[src/jsl_map.vh]
// Purpose: constants for the link initialisation controller
// Assumes: 125 MHz mclk
// Notes: sync source select codes and lane state encodings
`ifndef JSL_MAP_VH
`define JSL_MAP_VH
`define JSL_SRC_SINGLE 2'h0
`define JSL_SRC_DIFF 2'h1
`define JSL_SRC_TSTAMP 2'h2
`define JSL_ST_IDLE 2'h0
`define JSL_ST_CGS 2'h1
`define JSL_ST_ILAS 2'h2
`define JSL_ST_DATA 2'h3
`define JSL_ILAS_CYCLES 8'h08
`endif

[src/jsl_link_init.v]
// Purpose: transmit-side link initialisation driven by the receiver sync request
// Assumes: the sync, timestamp and sysref pins arrive asynchronous to mclk and pass a three-stage synchroniser
// Notes: lane_state output tells the serial lanes what to send
`timescale 1ns/100ps
`default_nettype none
`include "jsl_map.vh"

////////////////////////////////////////////////////////////////////////////////
// Notes on behaviour
// - With source select 0 in 8B/10B mode the single-ended sync pin is an active-low request.
// - In 64B/66B mode the sync request is ignored and never steers initialisation.
// - In 8B/10B mode a low sync request starts code group synchronisation.
// - The receiver releases sync high after sync completes and the rise starts lane alignment.
// - The sysref receiver can be powered down by its enable when sysref is unused.
// - The timestamp pair may serve as a differential sync source in 8B/10B mode.
module jsl_link_init #(
	parameter [7:0] ILAS_CYCLES = `JSL_ILAS_CYCLES
)(
	input wire mclk,
	input wire srst,
	input wire mode_64b66b,
	input wire [1:0] sync_source_select,
	input wire single_ended_link_sync_n,
	input wire differential_link_sync_n,
	input wire timestamp_pair_n,
	input wire sysref_receiver_enable,
	input wire sysref_in,
	output wire sysref_rx_powerdown,
	output wire sysref_pulse,
	output wire [1:0] lane_state,
	output wire cgs_active,
	output wire ilas_active
);

////////////////////////////////////////////////////////////////////////////////
// Pin synchronisers, three stages each
localparam PIN_SE = 0;
localparam PIN_DF = 1;
localparam PIN_TS = 2;
localparam PIN_SR = 3;

// Sync pins rest high (released) and sysref rests low, so reset shows no request
localparam [3:0] PIN_REST = 4'h7;

wire [3:0] pin_raw;
wire [3:0] pin_q;

assign pin_raw[PIN_SE] = single_ended_link_sync_n;
assign pin_raw[PIN_DF] = differential_link_sync_n;
assign pin_raw[PIN_TS] = timestamp_pair_n;

// Gated ahead of the synchroniser so a powered-down receiver leaves no stray edge
assign pin_raw[PIN_SR] = sysref_in & sysref_receiver_enable;

genvar gi;

generate
	for (gi = 0; gi < 4; gi = gi + 1)
	begin : g_sync
		reg [2:0] stg_ff;
		reg q_ff;

		// A change counts once stages two and three agree; one-cycle glitches are dropped
		always @(posedge mclk)
		begin
			if (srst)
			begin
				stg_ff <= {3{PIN_REST[gi]}};
				q_ff <= PIN_REST[gi];
			end
			else
			begin
				stg_ff <= {stg_ff[1:0], pin_raw[gi]};
				if (stg_ff[1] == stg_ff[2])
					q_ff <= stg_ff[2];
			end
		end

		assign pin_q[gi] = q_ff;
	end
endgenerate

////////////////////////////////////////////////////////////////////////////////
// Sysref edge detector; reset low matches the gated idle level, so no false edge
reg sr_prev_ff;

always @(posedge mclk)
begin
	if (srst)
		sr_prev_ff <= 1'h0;
	else
		sr_prev_ff <= pin_q[PIN_SR];
end

////////////////////////////////////////////////////////////////////////////////
// Decoding helpers
function pick_sync;
	input [1:0] sel;
	input [3:0] q;
	begin
		case (sel)
			`JSL_SRC_SINGLE: pick_sync = q[PIN_SE];
			`JSL_SRC_DIFF: pick_sync = q[PIN_DF];
			`JSL_SRC_TSTAMP: pick_sync = q[PIN_TS];
			default: pick_sync = 1'b1;
		endcase
	end
endfunction

function lane_is;
	input [1:0] st;
	input [1:0] want;
	begin
		lane_is = (st == want);
	end
endfunction

////////////////////////////////////////////////////////////////////////////////
// Source selection; unknown codes fall back to no request
reg sync_n;

always @*
begin
	sync_n = pick_sync(sync_source_select, pin_q);
end

// 64B/66B masks the request so a stray pin level cannot restart the link
wire req_low;

assign req_low = ~sync_n & ~mode_64b66b;

////////////////////////////////////////////////////////////////////////////////
// Initialisation state machine
localparam [1:0] ST_IDLE = `JSL_ST_IDLE;
localparam [1:0] ST_CGS = `JSL_ST_CGS;
localparam [1:0] ST_ILAS = `JSL_ST_ILAS;
localparam [1:0] ST_DATA = `JSL_ST_DATA;

reg [1:0] state_ff, nxt_state;
reg [7:0] cnt_ff, nxt_cnt;

always @*
begin
	nxt_state = state_ff;
	nxt_cnt = cnt_ff;
	case (state_ff)
		ST_IDLE:
		begin
			if (mode_64b66b)
				nxt_state = ST_DATA;
			else if (req_low)
				nxt_state = ST_CGS;
		end
		ST_CGS:
		begin
			if (mode_64b66b)
				nxt_state = ST_DATA;
			else if (!req_low)
			begin
				nxt_state = ST_ILAS;
				nxt_cnt = 8'h00;
			end
		end
		ST_ILAS:
		begin
			if (mode_64b66b)
				nxt_state = ST_DATA;
			else if (req_low)
				nxt_state = ST_CGS;
			else if (cnt_ff == ILAS_CYCLES - 8'h01)
				nxt_state = ST_DATA;
			else
				nxt_cnt = cnt_ff + 8'h01;
		end
		ST_DATA:
		begin
			if (req_low)
				nxt_state = ST_CGS;
		end
		default: nxt_state = ST_IDLE;
	endcase
end

// Phase flags are registered from the next state so they line up with lane_state
reg cgs_ff;
reg ilas_ff;

always @(posedge mclk)
begin
	if (srst)
	begin
		state_ff <= ST_IDLE;
		cnt_ff <= 8'h00;
		cgs_ff <= 1'h0;
		ilas_ff <= 1'h0;
	end
	else
	begin
		state_ff <= nxt_state;
		cnt_ff <= nxt_cnt;
		cgs_ff <= lane_is(nxt_state, ST_CGS);
		ilas_ff <= lane_is(nxt_state, ST_ILAS);
	end
end

////////////////////////////////////////////////////////////////////////////////
// Outputs
assign lane_state = state_ff;
assign cgs_active = cgs_ff;
assign ilas_active = ilas_ff;

// Powerdown is a plain level so software sees it follow the enable at once
assign sysref_rx_powerdown = ~sysref_receiver_enable;
assign sysref_pulse = pin_q[PIN_SR] & ~sr_prev_ff;

endmodule // jsl_link_init
`default_nettype wire

[config.mk]
export PLATFORM = sky130hd
export DESIGN_NAME = jsl_link_init
export DESIGN_NICKNAME = d
export VERILOG_FILES = /design/src/jsl_link_init.v
export VERILOG_INCLUDE_DIRS = /design/src /design/src/src
export SDC_FILE = /design/constraint.sdc
export NUM_CORES = 1
export LEC_CHECK = 0
export BUFFER_PORTS_ARGS = -buffer_cell sky130_fd_sc_hd__buf_4
export CAP_MARGIN = 20
export CELL_PAD_IN_SITES_DETAIL_PLACEMENT = 1
export CELL_PAD_IN_SITES_GLOBAL_PLACEMENT = 1
export CORE_MARGIN = 4
export CORE_UTILIZATION = 45
export DETAILED_ROUTE_END_ITERATION = 12
export GPL_ROUTABILITY_DRIVEN = 0
export PLACE_DENSITY_LB_ADDON = 0.1
export SLEW_MARGIN = 15
export SYNTH_ARGS = -nofsm -noshare
export SYNTH_HDL_FRONTEND = slang
export SYNTH_SLANG_ARGS = --single-unit
[constraint.sdc]
create_clock -name mclk -period 3.15 [get_ports mclk]
set_input_delay 0.945 -clock mclk [delete_from_list [all_inputs] [get_ports mclk]]
set_output_delay 0.945 -clock mclk [all_outputs]
set_load 0.01 [all_outputs]
# Word level (Yosys, flattened, before mapping)
# Index checks and enable logic that the tools add are counted.
op_classes:
  n_addsub: 1
  n_eq_ne: 17
  muxes: 15
  bitwise: 7
  n_reduce_logical: 4
ops:
  columns: ["op", "count"]
  rows:
  - ["8-bit 2-to-1 mux", 5]
  - ["8-bit case mux with 2 select lines", 1]
  - ["2-bit 2-to-1 mux", 7]
  - ["2-bit inequality test (second input constant)", 5]
  - ["8-bit by 1-bit adder with 8-bit output (second input constant)", 1]
  - ["2-bit equality test (second input constant)", 4]
  - ["8-bit by 3-bit equality test with 1-bit output (second input constant)", 1]
  - ["2-bit case mux with 4 select lines", 1]
  - ["2-bit by 1-bit equality test with 1-bit output (second input constant)", 3]
  - ["6-bit AND reduction", 1]
  - ["1-bit equality test", 4]
  - ["2-bit logical NOT", 2]
  - ["1-bit NOT", 4]
  - ["1-bit AND", 3]
  - ["1-bit case mux with 3 select lines", 1]
  - ["2-bit nonzero test", 1]
totals:
  register_bits: 29
  input_bits: 10
  out_inout_bits: 6
  word_cells: 57

# Depth between registers and ports, before layout
# Gate-level depths: netlist (run 1).
logic_depth:
  ltp_word: 8
  mapped_depth: 6

# Least setup slack after synthesis (run 1)
# OpenSTA, ideal clock, no wires.
synth_path:
  path_type: "input port to flip-flop"
  startpoint: "input port sync_source_select[1]"
  endpoint: "register cnt_ff[7]"
  setup_time_ns: 0.136
  arrival_time_ns: 2.037
  t_required_ns: 3.014
  setup_slack_ns: 0.978
  path_stages: 6
  path_buffers: 2
  cell_sequence: "mux2i_1 a211o_1 buf_6 buf_2 o41ai_1 a21oi_1"
synth_via:
  elab_chain_cells: 6
  elab_cells_between_ends: 9
  classes_between: "eq/ne: 4; mux: 1; bitwise: 2; reduce/logical: 2"
synth_rtl:
  columns: ["item", "line_no", "rtl"]
  rows:
  - ["start, declared", "jsl_link_init.v:22", "input wire [1:0] sync_source_select,"]
  - ["2-bit equality test (tied with other cells)", "jsl_link_init.v:101", "case (sel)"]
  - ["1-bit case mux with 3 select lines (*)", "jsl_link_init.v:101", null]
  - ["1-bit NOT (*)", "jsl_link_init.v:130", "assign req_low = ~sync_n & ~mode_64b66b;"]
  - ["1-bit AND (*)", "jsl_link_init.v:130", null]
  - ["2-bit inequality test (no source line)", null, null]
  - ["6-bit AND reduction (no source line) (*)", null, null]
  - ["end signal, assigned", "jsl_link_init.v:200", "cnt_ff <= nxt_cnt;"]
  - ["end, declared", "jsl_link_init.v:140", "reg [7:0] cnt_ff, nxt_cnt;"]
# Every way passes the cells marked *; elsewhere a longest branch is shown, timed or not.
# A chain may end at the register's enable or synchronous reset.

# Final worst setup path (run 1)
layout_path:
  startpoint: "input port sync_source_select[1]"
  endpoint: "register cnt_ff[5]"
# Same word-level chain as after synthesis.

==> results of run 1 <==
## cell usage in the layout, fill, tap and decap left out, types with 2 or more instances in the layout
master    instances
inv_1             5
o21ai_0           6
a211oi_1          2
dfxtp_1          29
nand2b_1          2
nor2_1            7
mux2i_1           3
or4_1             5
a21oi_1          12
buf_4            15
clkbuf_4          5
nand2_1           7
nor2b_1           4
o31ai_1           5
or2_2             9
## flip-flops by register name (all words and copies together), names as in the netlist
signal and count:
cnt_ff 8, g_sync.q_ff 4, g_sync.stg_ff 12, sr_prev_ff 1, lane_state 2, ilas_active 1, cgs_active 1
## critical path: cells and delay by family
| kind | cells | cell delay [ps] |
|---|---|---|
| compound gates | 2 | 660 |
| mux | 1 | 120 |
| simple gates | 1 | 580 |
| buf+inv | 1 | 130 |
## final timing paths
check | slack [ps] | cells past startpoint | endpoint | start
hold / removal | 420 | 1 | g_sync[0].stg_ff[1] | g_sync[0].stg_ff[0]
hold reg to reg | 420 | 1 | g_sync[0].stg_ff[1] | g_sync[0].stg_ff[0]
setup / recovery | 970 | 5 | cnt_ff[5] | sync_source_select[1]
setup reg to reg | 1330 | 4 | cnt_ff[5] | g_sync[0].q_ff
## logic make-up after synthesis
group | share of synthesized area [%]
flops | 50.33
compound gates | 16.05
mux | 2.603
simple gates | 23.86
buf+inv | 4.555
xor+xnor | 1.519
fa+ha+maj | 1.084
## layout make-up
type	instances	share of cell area, %
flip-flops and latches	29	42.84
multi-input cells	82	38.41
repair buffers	15	8.310
clock buffers	7	4.063
well taps	30	2.770
clock inverters	1	2.216
inverters	5	1.385
## where the power goes
| part | total, mW | switching, mW | internal, mW |
|---|---|---|---|
| Combinational | 0.0531 | 0.0279 | 0.0252 |
| Sequential | 0.386 | 0.00904 | 0.377 |
| Clock | 0.323 | 0.134 | 0.189 |
| Total | 0.762 | 0.171 | 0.591 |
## metal layers
layer / GRT usage [%] / vias up / wire length [um]
met1: 21.09 / 484 / 1172
met2: 28.23 / 16 / 1312
met3: 7.237 / 7 / 96
met4: 10.68 / 0 / 59
met5: 0 / - / 0
li1: - / 463 / -
==> run_summary.xml, run 1 <==
<?xml version="1.0" encoding="UTF-8"?>
<metrics>
  <group name="clock_tree">
    <metric name="cts_root_buffer" unit="">clkbuf_4</metric>
    <metric name="tritoncts" unit="">yes</metric>
    <metric name="worst_path_clk_slew" unit="ps">100</metric>
    <metric name="htree_levels" unit="">2</metric>
    <metric name="cts.repair_timing.setup_buffer_count" unit="">0</metric>
    <metric name="max-clock-path-buffers" unit="">2</metric>
    <metric name="clock-sinks" unit="">29</metric>
    <metric name="numCtsBuffers" unit="">5</metric>
    <metric name="post_cts_resized" unit="">0</metric>
    <metric name="postCtsHoldBufs" unit="">0</metric>
    <metric name="clk_latency" unit="ps">340</metric>
  </group>
  <group name="critical_path">
    <metric name="arrival" unit="ps">2450</metric>
    <metric name="cp_slowest_stage_delay" unit="ps">580</metric>
    <metric name="worstSetupEndpointType" unit="">flop</metric>
    <metric name="highest_delay_cell_along_the_critical_path" unit="">or4_1</metric>
    <metric name="path_cells" unit="">buf_4 -&gt; mux2i_1 -&gt; a211o_1 -&gt; or4_1 -&gt; a21oi_1</metric>
    <metric name="crit_required" unit="ps">3420</metric>
    <metric name="timing.setup.critical_path_class" unit="">input port to flop</metric>
    <metric name="critical_path.startpoint_type" unit="">input port</metric>
    <metric name="crit_path_max_fanout" unit="">19</metric>
  </group>
  <group name="global_routing">
    <metric name="via_count_of_the_first_global_routing_pass" unit="">986</metric>
    <metric name="total_congestion_overflow_after_global_routing" unit="">0</metric>
    <metric name="global_route_wire_length_before_repair" unit="mm">4.512</metric>
    <metric name="grt_max_degree" unit="">20</metric>
    <metric name="grt_use_total" unit="%">18.17</metric>
    <metric name="antenna_found_initial" unit="">0</metric>
  </group>
  <group name="timing">
    <metric name="whs" unit="ps">417.1</metric>
    <metric name="timing.final.max_slew_violations" unit="">0</metric>
    <metric name="finalSetupViolCount" unit="">0</metric>
    <metric name="finalWorstPathRequiredPeriod" unit="ps">2175</metric>
    <metric name="fmaxAchievable" unit="MHz">459.7</metric>
    <metric name="grt_setup_unrepaired" unit="">no</metric>
    <metric name="timing.setup.tns" unit="ps">0</metric>
    <metric name="hold_violations" unit="">0</metric>
    <metric name="min_period_over_period" unit="%">69.05</metric>
    <metric name="worst_slack" unit="ps">974.8</metric>
    <metric name="tightest_slew" unit="ps">624.4</metric>
    <metric name="finalClockSkew" unit="ps">13.35</metric>
    <metric name="max-slew-margin-rel" unit="%">58.08</metric>
  </group>
  <group name="floorplanning">
    <metric name="die_h" unit="um">58.63</metric>
    <metric name="top_level_ports" unit="">16</metric>
    <metric name="initial_utilization" unit="%">46.99</metric>
    <metric name="design.die.area" unit="mm2">0.003437</metric>
    <metric name="chipWidth" unit="um">58.63</metric>
    <metric name="core" unit="mm2">0.002455</metric>
    <metric name="floorplan.rows" unit="">18</metric>
  </group>
  <group name="synthesis">
    <metric name="synth.most_common_cell" unit="">dfxtp_1</metric>
    <metric name="syn-cell-area" unit="mm2">0.001154</metric>
    <metric name="synth_sequential_area_ratio" unit="%">50.33</metric>
    <metric name="syn-instance-count" unit="">122</metric>
    <metric name="mean_post_synth_cell_area" unit="um2">9.456</metric>
    <metric name="synth.cells.most_frequent" unit="">dfxtp_1, a21oi_1, or2_2</metric>
    <metric name="synth-edff-count" unit="">0</metric>
    <metric name="async_reset_ff_share" unit="%">0</metric>
    <metric name="net_count_synth" unit="">133</metric>
    <metric name="synth_warnings" unit="">0</metric>
    <metric name="yosys_register_bits" unit="">29</metric>
    <metric name="synthDominantCellAreaShare" unit="%">50.33</metric>
    <metric name="synth_top_area_cell" unit="">dfxtp_1</metric>
    <metric name="synth_cell_types" unit="">36</metric>
    <metric name="synth.area.top_cells" unit="">dfxtp_1, a21oi_1, or2_2</metric>
    <metric name="synthFlopType" unit="">dfxtp_1</metric>
  </group>
  <group name="run">
    <metric name="maxCapViolations" unit="">0</metric>
  </group>
  <group name="final_layout">
    <metric name="antennaDiodeCount" unit="">0</metric>
    <metric name="fin_cells" unit="">169</metric>
    <metric name="drive_above_1_share" unit="%">23.74</metric>
    <metric name="multiInputGateArea" unit="um2">520.5</metric>
    <metric name="final_design_area_no_fill" unit="mm2">0.001355</metric>
    <metric name="register_area" unit="um2">580.6</metric>
    <metric name="final_nets" unit="">149</metric>
    <metric name="post-route-util" unit="%">55.20</metric>
    <metric name="area_growth_from_synthesis_to_final_layout" unit="%">17.46</metric>
    <metric name="filler_cell_count" unit="">284</metric>
  </group>
  <group name="placed_design">
    <metric name="placed_cells_incl_taps" unit="">161</metric>
    <metric name="detailedPlacementHpwl" unit="mm">1.908</metric>
    <metric name="pre_cts_ws" unit="ps">616.3</metric>
    <metric name="port-buffer-count" unit="">15</metric>
    <metric name="post_dp_cell_area" unit="mm2">0.001270</metric>
  </group>
  <group name="power_and_ir_drop">
    <metric name="post-layout-total-power" unit="mW">0.7623</metric>
    <metric name="cellLeakagePower" unit="nW">0.5193</metric>
    <metric name="power-per-cell-area" unit="mW/mm2">562.5</metric>
    <metric name="vdd_drop_max" unit="V">0.0004047</metric>
  </group>
  <group name="routing">
    <metric name="first_iter_violations" unit="">30</metric>
    <metric name="route.detailed.vias_per_inst" unit="">5.740</metric>
    <metric name="antenna_nets_post_route" unit="">0</metric>
    <metric name="detail_route.first_pass.iterations" unit="">4</metric>
    <metric name="detail_route.wirelength" unit="mm">2.639</metric>
    <metric name="drc_errors" unit="">0</metric>
    <metric name="wl_per_cell" unit="um">15.62</metric>
    <metric name="dr_total_vias" unit="">970</metric>
  </group>
  <group name="run_status">
    <metric name="outcome" unit="">finished clean</metric>
  </group>
  <group name="worst_hold_path">
    <metric name="hold_path_class" unit="">flop to flop</metric>
  </group>
</metrics>
Power figures use the tool's default switching activity.
==> run 2: changes to the inputs <==
- CORE_UTILIZATION: 45 -> 38
- clock period: 3.15 -> 2 ns (I/O delays scaled with it)
==> run_summary.xml, run 2 (synthesis results as in run 1) <==
<?xml version="1.0" encoding="UTF-8"?>
<metrics>
  <group name="final_layout">
    <metric name="final_cell_mix" unit="">dfxtp_1, buf_4, a21oi_1</metric>
    <metric name="leading_cell_type_in_the_layout_fill_and_taps_excluded" unit="">dfxtp_1</metric>
    <metric name="final_nets" unit="">156</metric>
    <metric name="drive_above_1_share" unit="%">28.08</metric>
    <metric name="top_regs" unit="">g_sync.stg_ff: 12 flops, cnt_ff: 8 flops, g_sync.q_ff: 4 flops</metric>
    <metric name="final_design_area_no_fill" unit="mm2">0.001379</metric>
    <metric name="antennaDiodeCount" unit="">0</metric>
    <metric name="top_register" unit="">g_sync.stg_ff</metric>
    <metric name="largest_register_ff_count" unit="">12</metric>
    <metric name="area_growth_from_synthesis_to_final_layout" unit="%">19.52</metric>
  </group>
  <group name="timing">
    <metric name="finalClockSkew" unit="ps">9.575</metric>
    <metric name="min_period_over_period" unit="%">90.10</metric>
    <metric name="timing.final.max_slew_violations" unit="">0</metric>
    <metric name="grt_setup_unrepaired" unit="">no</metric>
    <metric name="hold_violations" unit="">0</metric>
    <metric name="tightest_slew" unit="ps">547.6</metric>
    <metric name="max-slew-margin-rel" unit="%">63.23</metric>
    <metric name="finalWorstPathRequiredPeriod" unit="ps">1802</metric>
    <metric name="whs" unit="ps">420.9</metric>
    <metric name="fmaxAchievable" unit="MHz">554.9</metric>
    <metric name="finalSetupViolCount" unit="">0</metric>
  </group>
  <group name="critical_path">
    <metric name="crit_required" unit="ps">2260</metric>
    <metric name="highest_delay_cell_along_the_critical_path" unit="">or4_1</metric>
    <metric name="arrival" unit="ps">2060</metric>
    <metric name="worst-r2r-cell-count" unit="">5</metric>
    <metric name="critical_path.startpoint" unit="">cnt_ff[0]</metric>
    <metric name="timing.rr.start" unit="">cnt_ff[0]</metric>
    <metric name="timing.setup.critical_path_class" unit="">flop to flop</metric>
    <metric name="cp.buffers_inverters" unit="">0</metric>
    <metric name="ff2ff_setup_slack" unit="ps">200</metric>
    <metric name="crit_path_max_fanout" unit="">9</metric>
    <metric name="path_cells" unit="">ha_1 -&gt; and2_1 -&gt; and4b_1 -&gt; or4_1 -&gt; a21oi_1</metric>
    <metric name="worstSetupEndpointType" unit="">flop</metric>
    <metric name="crit-reg2reg-capture" unit="">cnt_ff[2]</metric>
    <metric name="cpLargestDelayFamily" unit="">simple AND/OR/NAND/NOR gates</metric>
    <metric name="critical_path.startpoint_type" unit="">flop</metric>
    <metric name="cp_slowest_stage_delay" unit="ps">500</metric>
  </group>
  <group name="routing">
    <metric name="first_iter_violations" unit="">34</metric>
    <metric name="dr_total_vias" unit="">957</metric>
    <metric name="detail_route.first_pass.iterations" unit="">4</metric>
    <metric name="route.detailed.vias_per_inst" unit="">5.407</metric>
    <metric name="drc_errors" unit="">0</metric>
    <metric name="antenna_nets_post_route" unit="">0</metric>
    <metric name="wl_per_cell" unit="um">13.66</metric>
    <metric name="detail_route.wirelength" unit="mm">2.418</metric>
  </group>
  <group name="power_and_ir_drop">
    <metric name="vdd_drop_max" unit="V">0.0004868</metric>
    <metric name="post-layout-total-power" unit="mW">1.048</metric>
    <metric name="seqPwrFrac" unit="%">57.9</metric>
    <metric name="power-per-cell-area" unit="mW/mm2">760.4</metric>
    <metric name="clock_power_share" unit="%">33.3</metric>
    <metric name="portion_of_total_power_attributed_to_combinational_logic" unit="%">8.9</metric>
    <metric name="p_int" unit="mW">0.7747</metric>
    <metric name="total_switching_power" unit="mW">0.2737</metric>
    <metric name="cellLeakagePower" unit="nW">0.5383</metric>
    <metric name="netSwitchingFraction" unit="%">26.11</metric>
  </group>
  <group name="placed_design">
    <metric name="detailedPlacementHpwl" unit="mm">1.865</metric>
    <metric name="port-buffer-count" unit="">15</metric>
    <metric name="post_dp_cell_area" unit="mm2">0.001324</metric>
  </group>
  <group name="clock_tree">
    <metric name="tritoncts" unit="">yes</metric>
    <metric name="worst_path_clk_slew" unit="ps">100</metric>
    <metric name="clk_latency" unit="ps">320</metric>
    <metric name="numCtsBuffers" unit="">5</metric>
    <metric name="cts.repair_timing.setup_buffer_count" unit="">0</metric>
    <metric name="htree_levels" unit="">2</metric>
    <metric name="max-clock-path-buffers" unit="">2</metric>
    <metric name="post_cts_resized" unit="">0</metric>
    <metric name="cts_root_buffer" unit="">clkbuf_4</metric>
    <metric name="postCtsHoldBufs" unit="">0</metric>
    <metric name="clock-sinks" unit="">29</metric>
  </group>
  <group name="floorplanning">
    <metric name="floorplan.rows" unit="">19</metric>
    <metric name="die_h" unit="um">63.10</metric>
    <metric name="core" unit="mm2">0.002829</metric>
    <metric name="design.die.area" unit="mm2">0.003982</metric>
    <metric name="initial_utilization" unit="%">40.78</metric>
    <metric name="chipWidth" unit="um">63.10</metric>
    <metric name="top_level_ports" unit="">16</metric>
  </group>
  <group name="global_routing">
    <metric name="grt_use_total" unit="%">13.33</metric>
    <metric name="antenna_found_initial" unit="">0</metric>
    <metric name="via_count_of_the_first_global_routing_pass" unit="">993</metric>
    <metric name="global_route_wire_length_before_repair" unit="mm">4.174</metric>
    <metric name="total_congestion_overflow_after_global_routing" unit="">0</metric>
    <metric name="grt_max_degree" unit="">19</metric>
  </group>
  <group name="worst_hold_path">
    <metric name="hold_end" unit="">g_sync[2].stg_ff[1]</metric>
    <metric name="min_delay_path_depth" unit="">1</metric>
    <metric name="hold_path_class" unit="">flop to flop</metric>
    <metric name="worstHoldStart" unit="">g_sync[2].stg_ff[0]</metric>
  </group>
  <group name="run_status">
    <metric name="outcome" unit="">finished clean</metric>
  </group>
  <group name="run">
    <metric name="maxCapViolations" unit="">0</metric>
  </group>
</metrics>
[run 2: cell types whose count changed in the layout (fill, tap and decap cells not counted), sizes merged]
cell / before / now
buf: 15 / 22
clkbuf: 7 / 5
clkinv: 0 / 2
bufinv: 1 / 0
clkinvlp: 0 / 1
[run 2: metrics by stage]
stage | util, % | cells | setup slack, ps | setup TNS [ps]
after floorplan | - | 122 | 172.6 | 0
after global placement | 46.79 | 169 | -48.46 | -280.4
after detailed placement | 46.79 | 169 | -108.8 | -730.7
after CTS | 48.74 | 177 | 194.1 | 0
after global routing | 48.74 | 177 | 79.72 | 0
final | 48.74 | 177 | 198.0 | 0
[run 2: routing by layer]
| layer | GRT usage (%) | routed length (um) | up-vias |
|---|---|---|---|
| met5 | 0 | 0 | - |
| met4 | 6.612 | 42 | 0 |
| met3 | 4.440 | 82 | 5 |
| met2 | 23.98 | 1281 | 12 |
| met1 | 13.69 | 1010 | 466 |
| li1 | - | - | 474 |
[run 2: power by group through the flow]
| stage | registers, mW | logic [mW] | clock network (mW) |
|---|---|---|---|
| after CTS | 0.607 | 0.0945 | 0.359 |
| after floorplan | 0.615 | 0.0527 | 0 |
| after global routing | 0.610 | 0.104 | 0.396 |
| final | 0.607 | 0.0929 | 0.349 |
| after detailed placement | 0.620 | 0.0941 | 0 |
| after global placement | 0.620 | 0.0909 | 0 |
[run 2: how the worst max path moves through the flow]
stage,endpoint,slack [ps],cells after the start
finish,cnt_ff[2],200,5
global route,cnt_ff[1],80,5
CTS,cnt_ff[2],190,5
detailed placement,cnt_ff[1],-110,6
global placement,ilas_active,-50,6
floorplan,cnt_ff[7],170,6
[run 2: worst reg2reg max path, stage by stage, from the launching register on]
cell and delay (ps):
dfxtp_1 360, ha_1 220, and2_1 190, and4b_1 320
or4_1 500, a21oi_1 160
[run 2: final cells by class]
type	count	area [um2]
fillers	351	1450
flip-flops and latches	29	580.6
multi-input cells	82	520.5
repair buffers	22	165.2
well taps	31	38.79
clock buffers	5	37.54
inverters	5	18.77
clock inverters	3	17.52
==> run 3: changes to the inputs <==
- REMOVE_ABC_BUFFERS: unset -> 1
==> run_summary.xml, run 3 (synthesis results as in run 1) <==
<?xml version="1.0" encoding="UTF-8"?>
<metrics>
  <group name="power_and_ir_drop">
    <metric name="total_switching_power" unit="mW">0.2574</metric>
    <metric name="portion_of_total_power_attributed_to_combinational_logic" unit="%">8.1</metric>
    <metric name="cellLeakagePower" unit="nW">0.5434</metric>
    <metric name="clock_power_share" unit="%">39.3</metric>
    <metric name="p_int" unit="mW">0.8967</metric>
    <metric name="post-layout-total-power" unit="mW">1.154</metric>
    <metric name="netSwitchingFraction" unit="%">22.30</metric>
    <metric name="seqPwrFrac" unit="%">52.6</metric>
    <metric name="vdd_drop_max" unit="V">0.0004557</metric>
    <metric name="power-per-cell-area" unit="mW/mm2">828.0</metric>
  </group>
  <group name="global_routing">
    <metric name="via_count_of_the_first_global_routing_pass" unit="">983</metric>
    <metric name="total_congestion_overflow_after_global_routing" unit="">0</metric>
    <metric name="antenna_found_initial" unit="">0</metric>
    <metric name="global_route_wire_length_before_repair" unit="mm">4.271</metric>
    <metric name="grt_use_total" unit="%">13.86</metric>
    <metric name="grt_max_degree" unit="">19</metric>
  </group>
  <group name="final_layout">
    <metric name="drive_above_1_share" unit="%">26.57</metric>
    <metric name="top_register" unit="">g_sync.stg_ff</metric>
    <metric name="top_regs" unit="">g_sync.stg_ff: 12 flops, cnt_ff: 8 flops, g_sync.q_ff: 4 flops</metric>
    <metric name="final_cell_mix" unit="">dfxtp_1, buf_4, a21oi_1</metric>
    <metric name="final_nets" unit="">154</metric>
    <metric name="area_growth_from_synthesis_to_final_layout" unit="%">20.82</metric>
    <metric name="largest_register_ff_count" unit="">12</metric>
    <metric name="antennaDiodeCount" unit="">0</metric>
    <metric name="leading_cell_type_in_the_layout_fill_and_taps_excluded" unit="">dfxtp_1</metric>
  </group>
  <group name="floorplanning">
    <metric name="initial_utilization" unit="%">40.78</metric>
    <metric name="core" unit="mm2">0.002829</metric>
    <metric name="chipWidth" unit="um">63.10</metric>
    <metric name="die_h" unit="um">63.10</metric>
    <metric name="design.die.area" unit="mm2">0.003982</metric>
    <metric name="top_level_ports" unit="">16</metric>
    <metric name="floorplan.rows" unit="">19</metric>
  </group>
  <group name="timing">
    <metric name="finalWorstPathRequiredPeriod" unit="ps">1769</metric>
    <metric name="min_period_over_period" unit="%">88.45</metric>
    <metric name="finalSetupViolCount" unit="">0</metric>
    <metric name="finalClockSkew" unit="ps">5.551</metric>
    <metric name="tightest_slew" unit="ps">559.9</metric>
    <metric name="max-slew-margin-rel" unit="%">62.41</metric>
    <metric name="whs" unit="ps">421.8</metric>
    <metric name="timing.final.max_slew_violations" unit="">0</metric>
    <metric name="fmaxAchievable" unit="MHz">565.3</metric>
    <metric name="grt_setup_unrepaired" unit="">no</metric>
    <metric name="hold_violations" unit="">0</metric>
  </group>
  <group name="clock_tree">
    <metric name="clock-sinks" unit="">29</metric>
    <metric name="cts_root_buffer" unit="">clkbuf_4</metric>
    <metric name="htree_levels" unit="">2</metric>
    <metric name="numCtsBuffers" unit="">5</metric>
    <metric name="cts.repair_timing.setup_buffer_count" unit="">0</metric>
    <metric name="clk_latency" unit="ps">320</metric>
    <metric name="worst_path_clk_slew" unit="ps">90</metric>
    <metric name="post_cts_resized" unit="">0</metric>
    <metric name="tritoncts" unit="">yes</metric>
    <metric name="max-clock-path-buffers" unit="">2</metric>
    <metric name="postCtsHoldBufs" unit="">0</metric>
  </group>
  <group name="routing">
    <metric name="drc_errors" unit="">0</metric>
    <metric name="antenna_nets_post_route" unit="">0</metric>
    <metric name="dr_total_vias" unit="">946</metric>
    <metric name="detail_route.first_pass.iterations" unit="">2</metric>
    <metric name="wl_per_cell" unit="um">13.77</metric>
    <metric name="route.detailed.vias_per_inst" unit="">5.437</metric>
    <metric name="first_iter_violations" unit="">13</metric>
    <metric name="detail_route.wirelength" unit="mm">2.396</metric>
  </group>
  <group name="worst_hold_path">
    <metric name="hold_path_class" unit="">flop to flop</metric>
  </group>
  <group name="critical_path">
    <metric name="crit_required" unit="ps">2260</metric>
    <metric name="path_cells" unit="">ha_1 -&gt; and2_1 -&gt; and4b_1 -&gt; or4_1 -&gt; a21oi_1</metric>
    <metric name="worstSetupEndpointType" unit="">flop</metric>
    <metric name="crit_path_max_fanout" unit="">9</metric>
    <metric name="cp_slowest_stage_delay" unit="ps">490</metric>
    <metric name="highest_delay_cell_along_the_critical_path" unit="">or4_1</metric>
    <metric name="timing.setup.critical_path_class" unit="">flop to flop</metric>
    <metric name="cp.buffers_inverters" unit="">0</metric>
    <metric name="arrival" unit="ps">2030</metric>
    <metric name="cpLargestDelayFamily" unit="">simple AND/OR/NAND/NOR gates</metric>
    <metric name="critical_path.startpoint_type" unit="">flop</metric>
  </group>
  <group name="placed_design">
    <metric name="port-buffer-count" unit="">15</metric>
    <metric name="detailedPlacementHpwl" unit="mm">1.767</metric>
  </group>
  <group name="run">
    <metric name="maxCapViolations" unit="">0</metric>
  </group>
  <group name="run_status">
    <metric name="outcome" unit="">finished clean</metric>
  </group>
</metrics>
-- run 3: changes by cell type in the layout (fill, tap and decap cells not counted), sizes merged --
cell | before | now
buf | 22 | 20
bufinv | 0 | 1
clkinv | 2 | 1
clkinvlp | 1 | 0
-- run 3: per-layer routing --
layer	vias up	global-route usage, %	part of all wire [%]
met3	6	6.217	3.5
met1	453	14.48	43
met4	0	6.612	1.8
met5	-	0	0
met2	15	23.58	52
li1	472	-	-
-- run 3: final timing paths --
check                             end  cells after the start                start  slack [ps]
hold / removal    g_sync[2].stg_ff[1]                      1  g_sync[2].stg_ff[0]         420
setup / recovery            cnt_ff[2]                      5            cnt_ff[0]         230
hold reg to reg   g_sync[2].stg_ff[1]                      1  g_sync[2].stg_ff[0]         420
setup reg to reg            cnt_ff[2]                      5            cnt_ff[0]         230
-- run 3: power groups by stage --
stage | clock, mW | sequential, mW | combinational [mW]
2_1_floorplan | 0 | 0.619 | 0.0409
6_report | 0.454 | 0.607 | 0.0934
5_1_grt | 0.504 | 0.610 | 0.105
4_1_cts | 0.475 | 0.607 | 0.0951
3_5_place_dp | 0 | 0.620 | 0.0947
3_3_place_gp | 0 | 0.620 | 0.0917
-- run 3: area by class of cell --
cell class | count | area (um2)
Tap cell | 31 | 38.79
Inverter | 5 | 18.77
Clock buffer | 5 | 37.54
Sequential cell | 29 | 580.6
Multi-Input combinational cell | 82 | 520.5
Timing Repair Buffer | 20 | 162.7
Clock inverter | 2 | 35.03
Fill cell | 342 | 1435
-- run 3: metrics by stage --
step | std cells | instance area (um2) | util [%] | setup slack (ps) | TNS [ps]
floorplan | 116 | 1120 | - | 137.9 | 0
global placement | 167 | 1321 | 46.71 | -13.79 | -31.78
detailed placement | 167 | 1321 | 46.71 | -91.25 | -383.4
CTS | 174 | 1394 | 49.27 | 235.1 | 0
global route | 174 | 1394 | 49.27 | 164.4 | 0
finish | 174 | 1394 | 49.27 | 231.0 | 0
-- run 3: worst register-to-register path: cells and delay by family, from the launching register on --
family          cells  cell delay [ps]
simple gates        3              990
flops               1              350
fa+ha+maj           1              210
compound gates      1              160
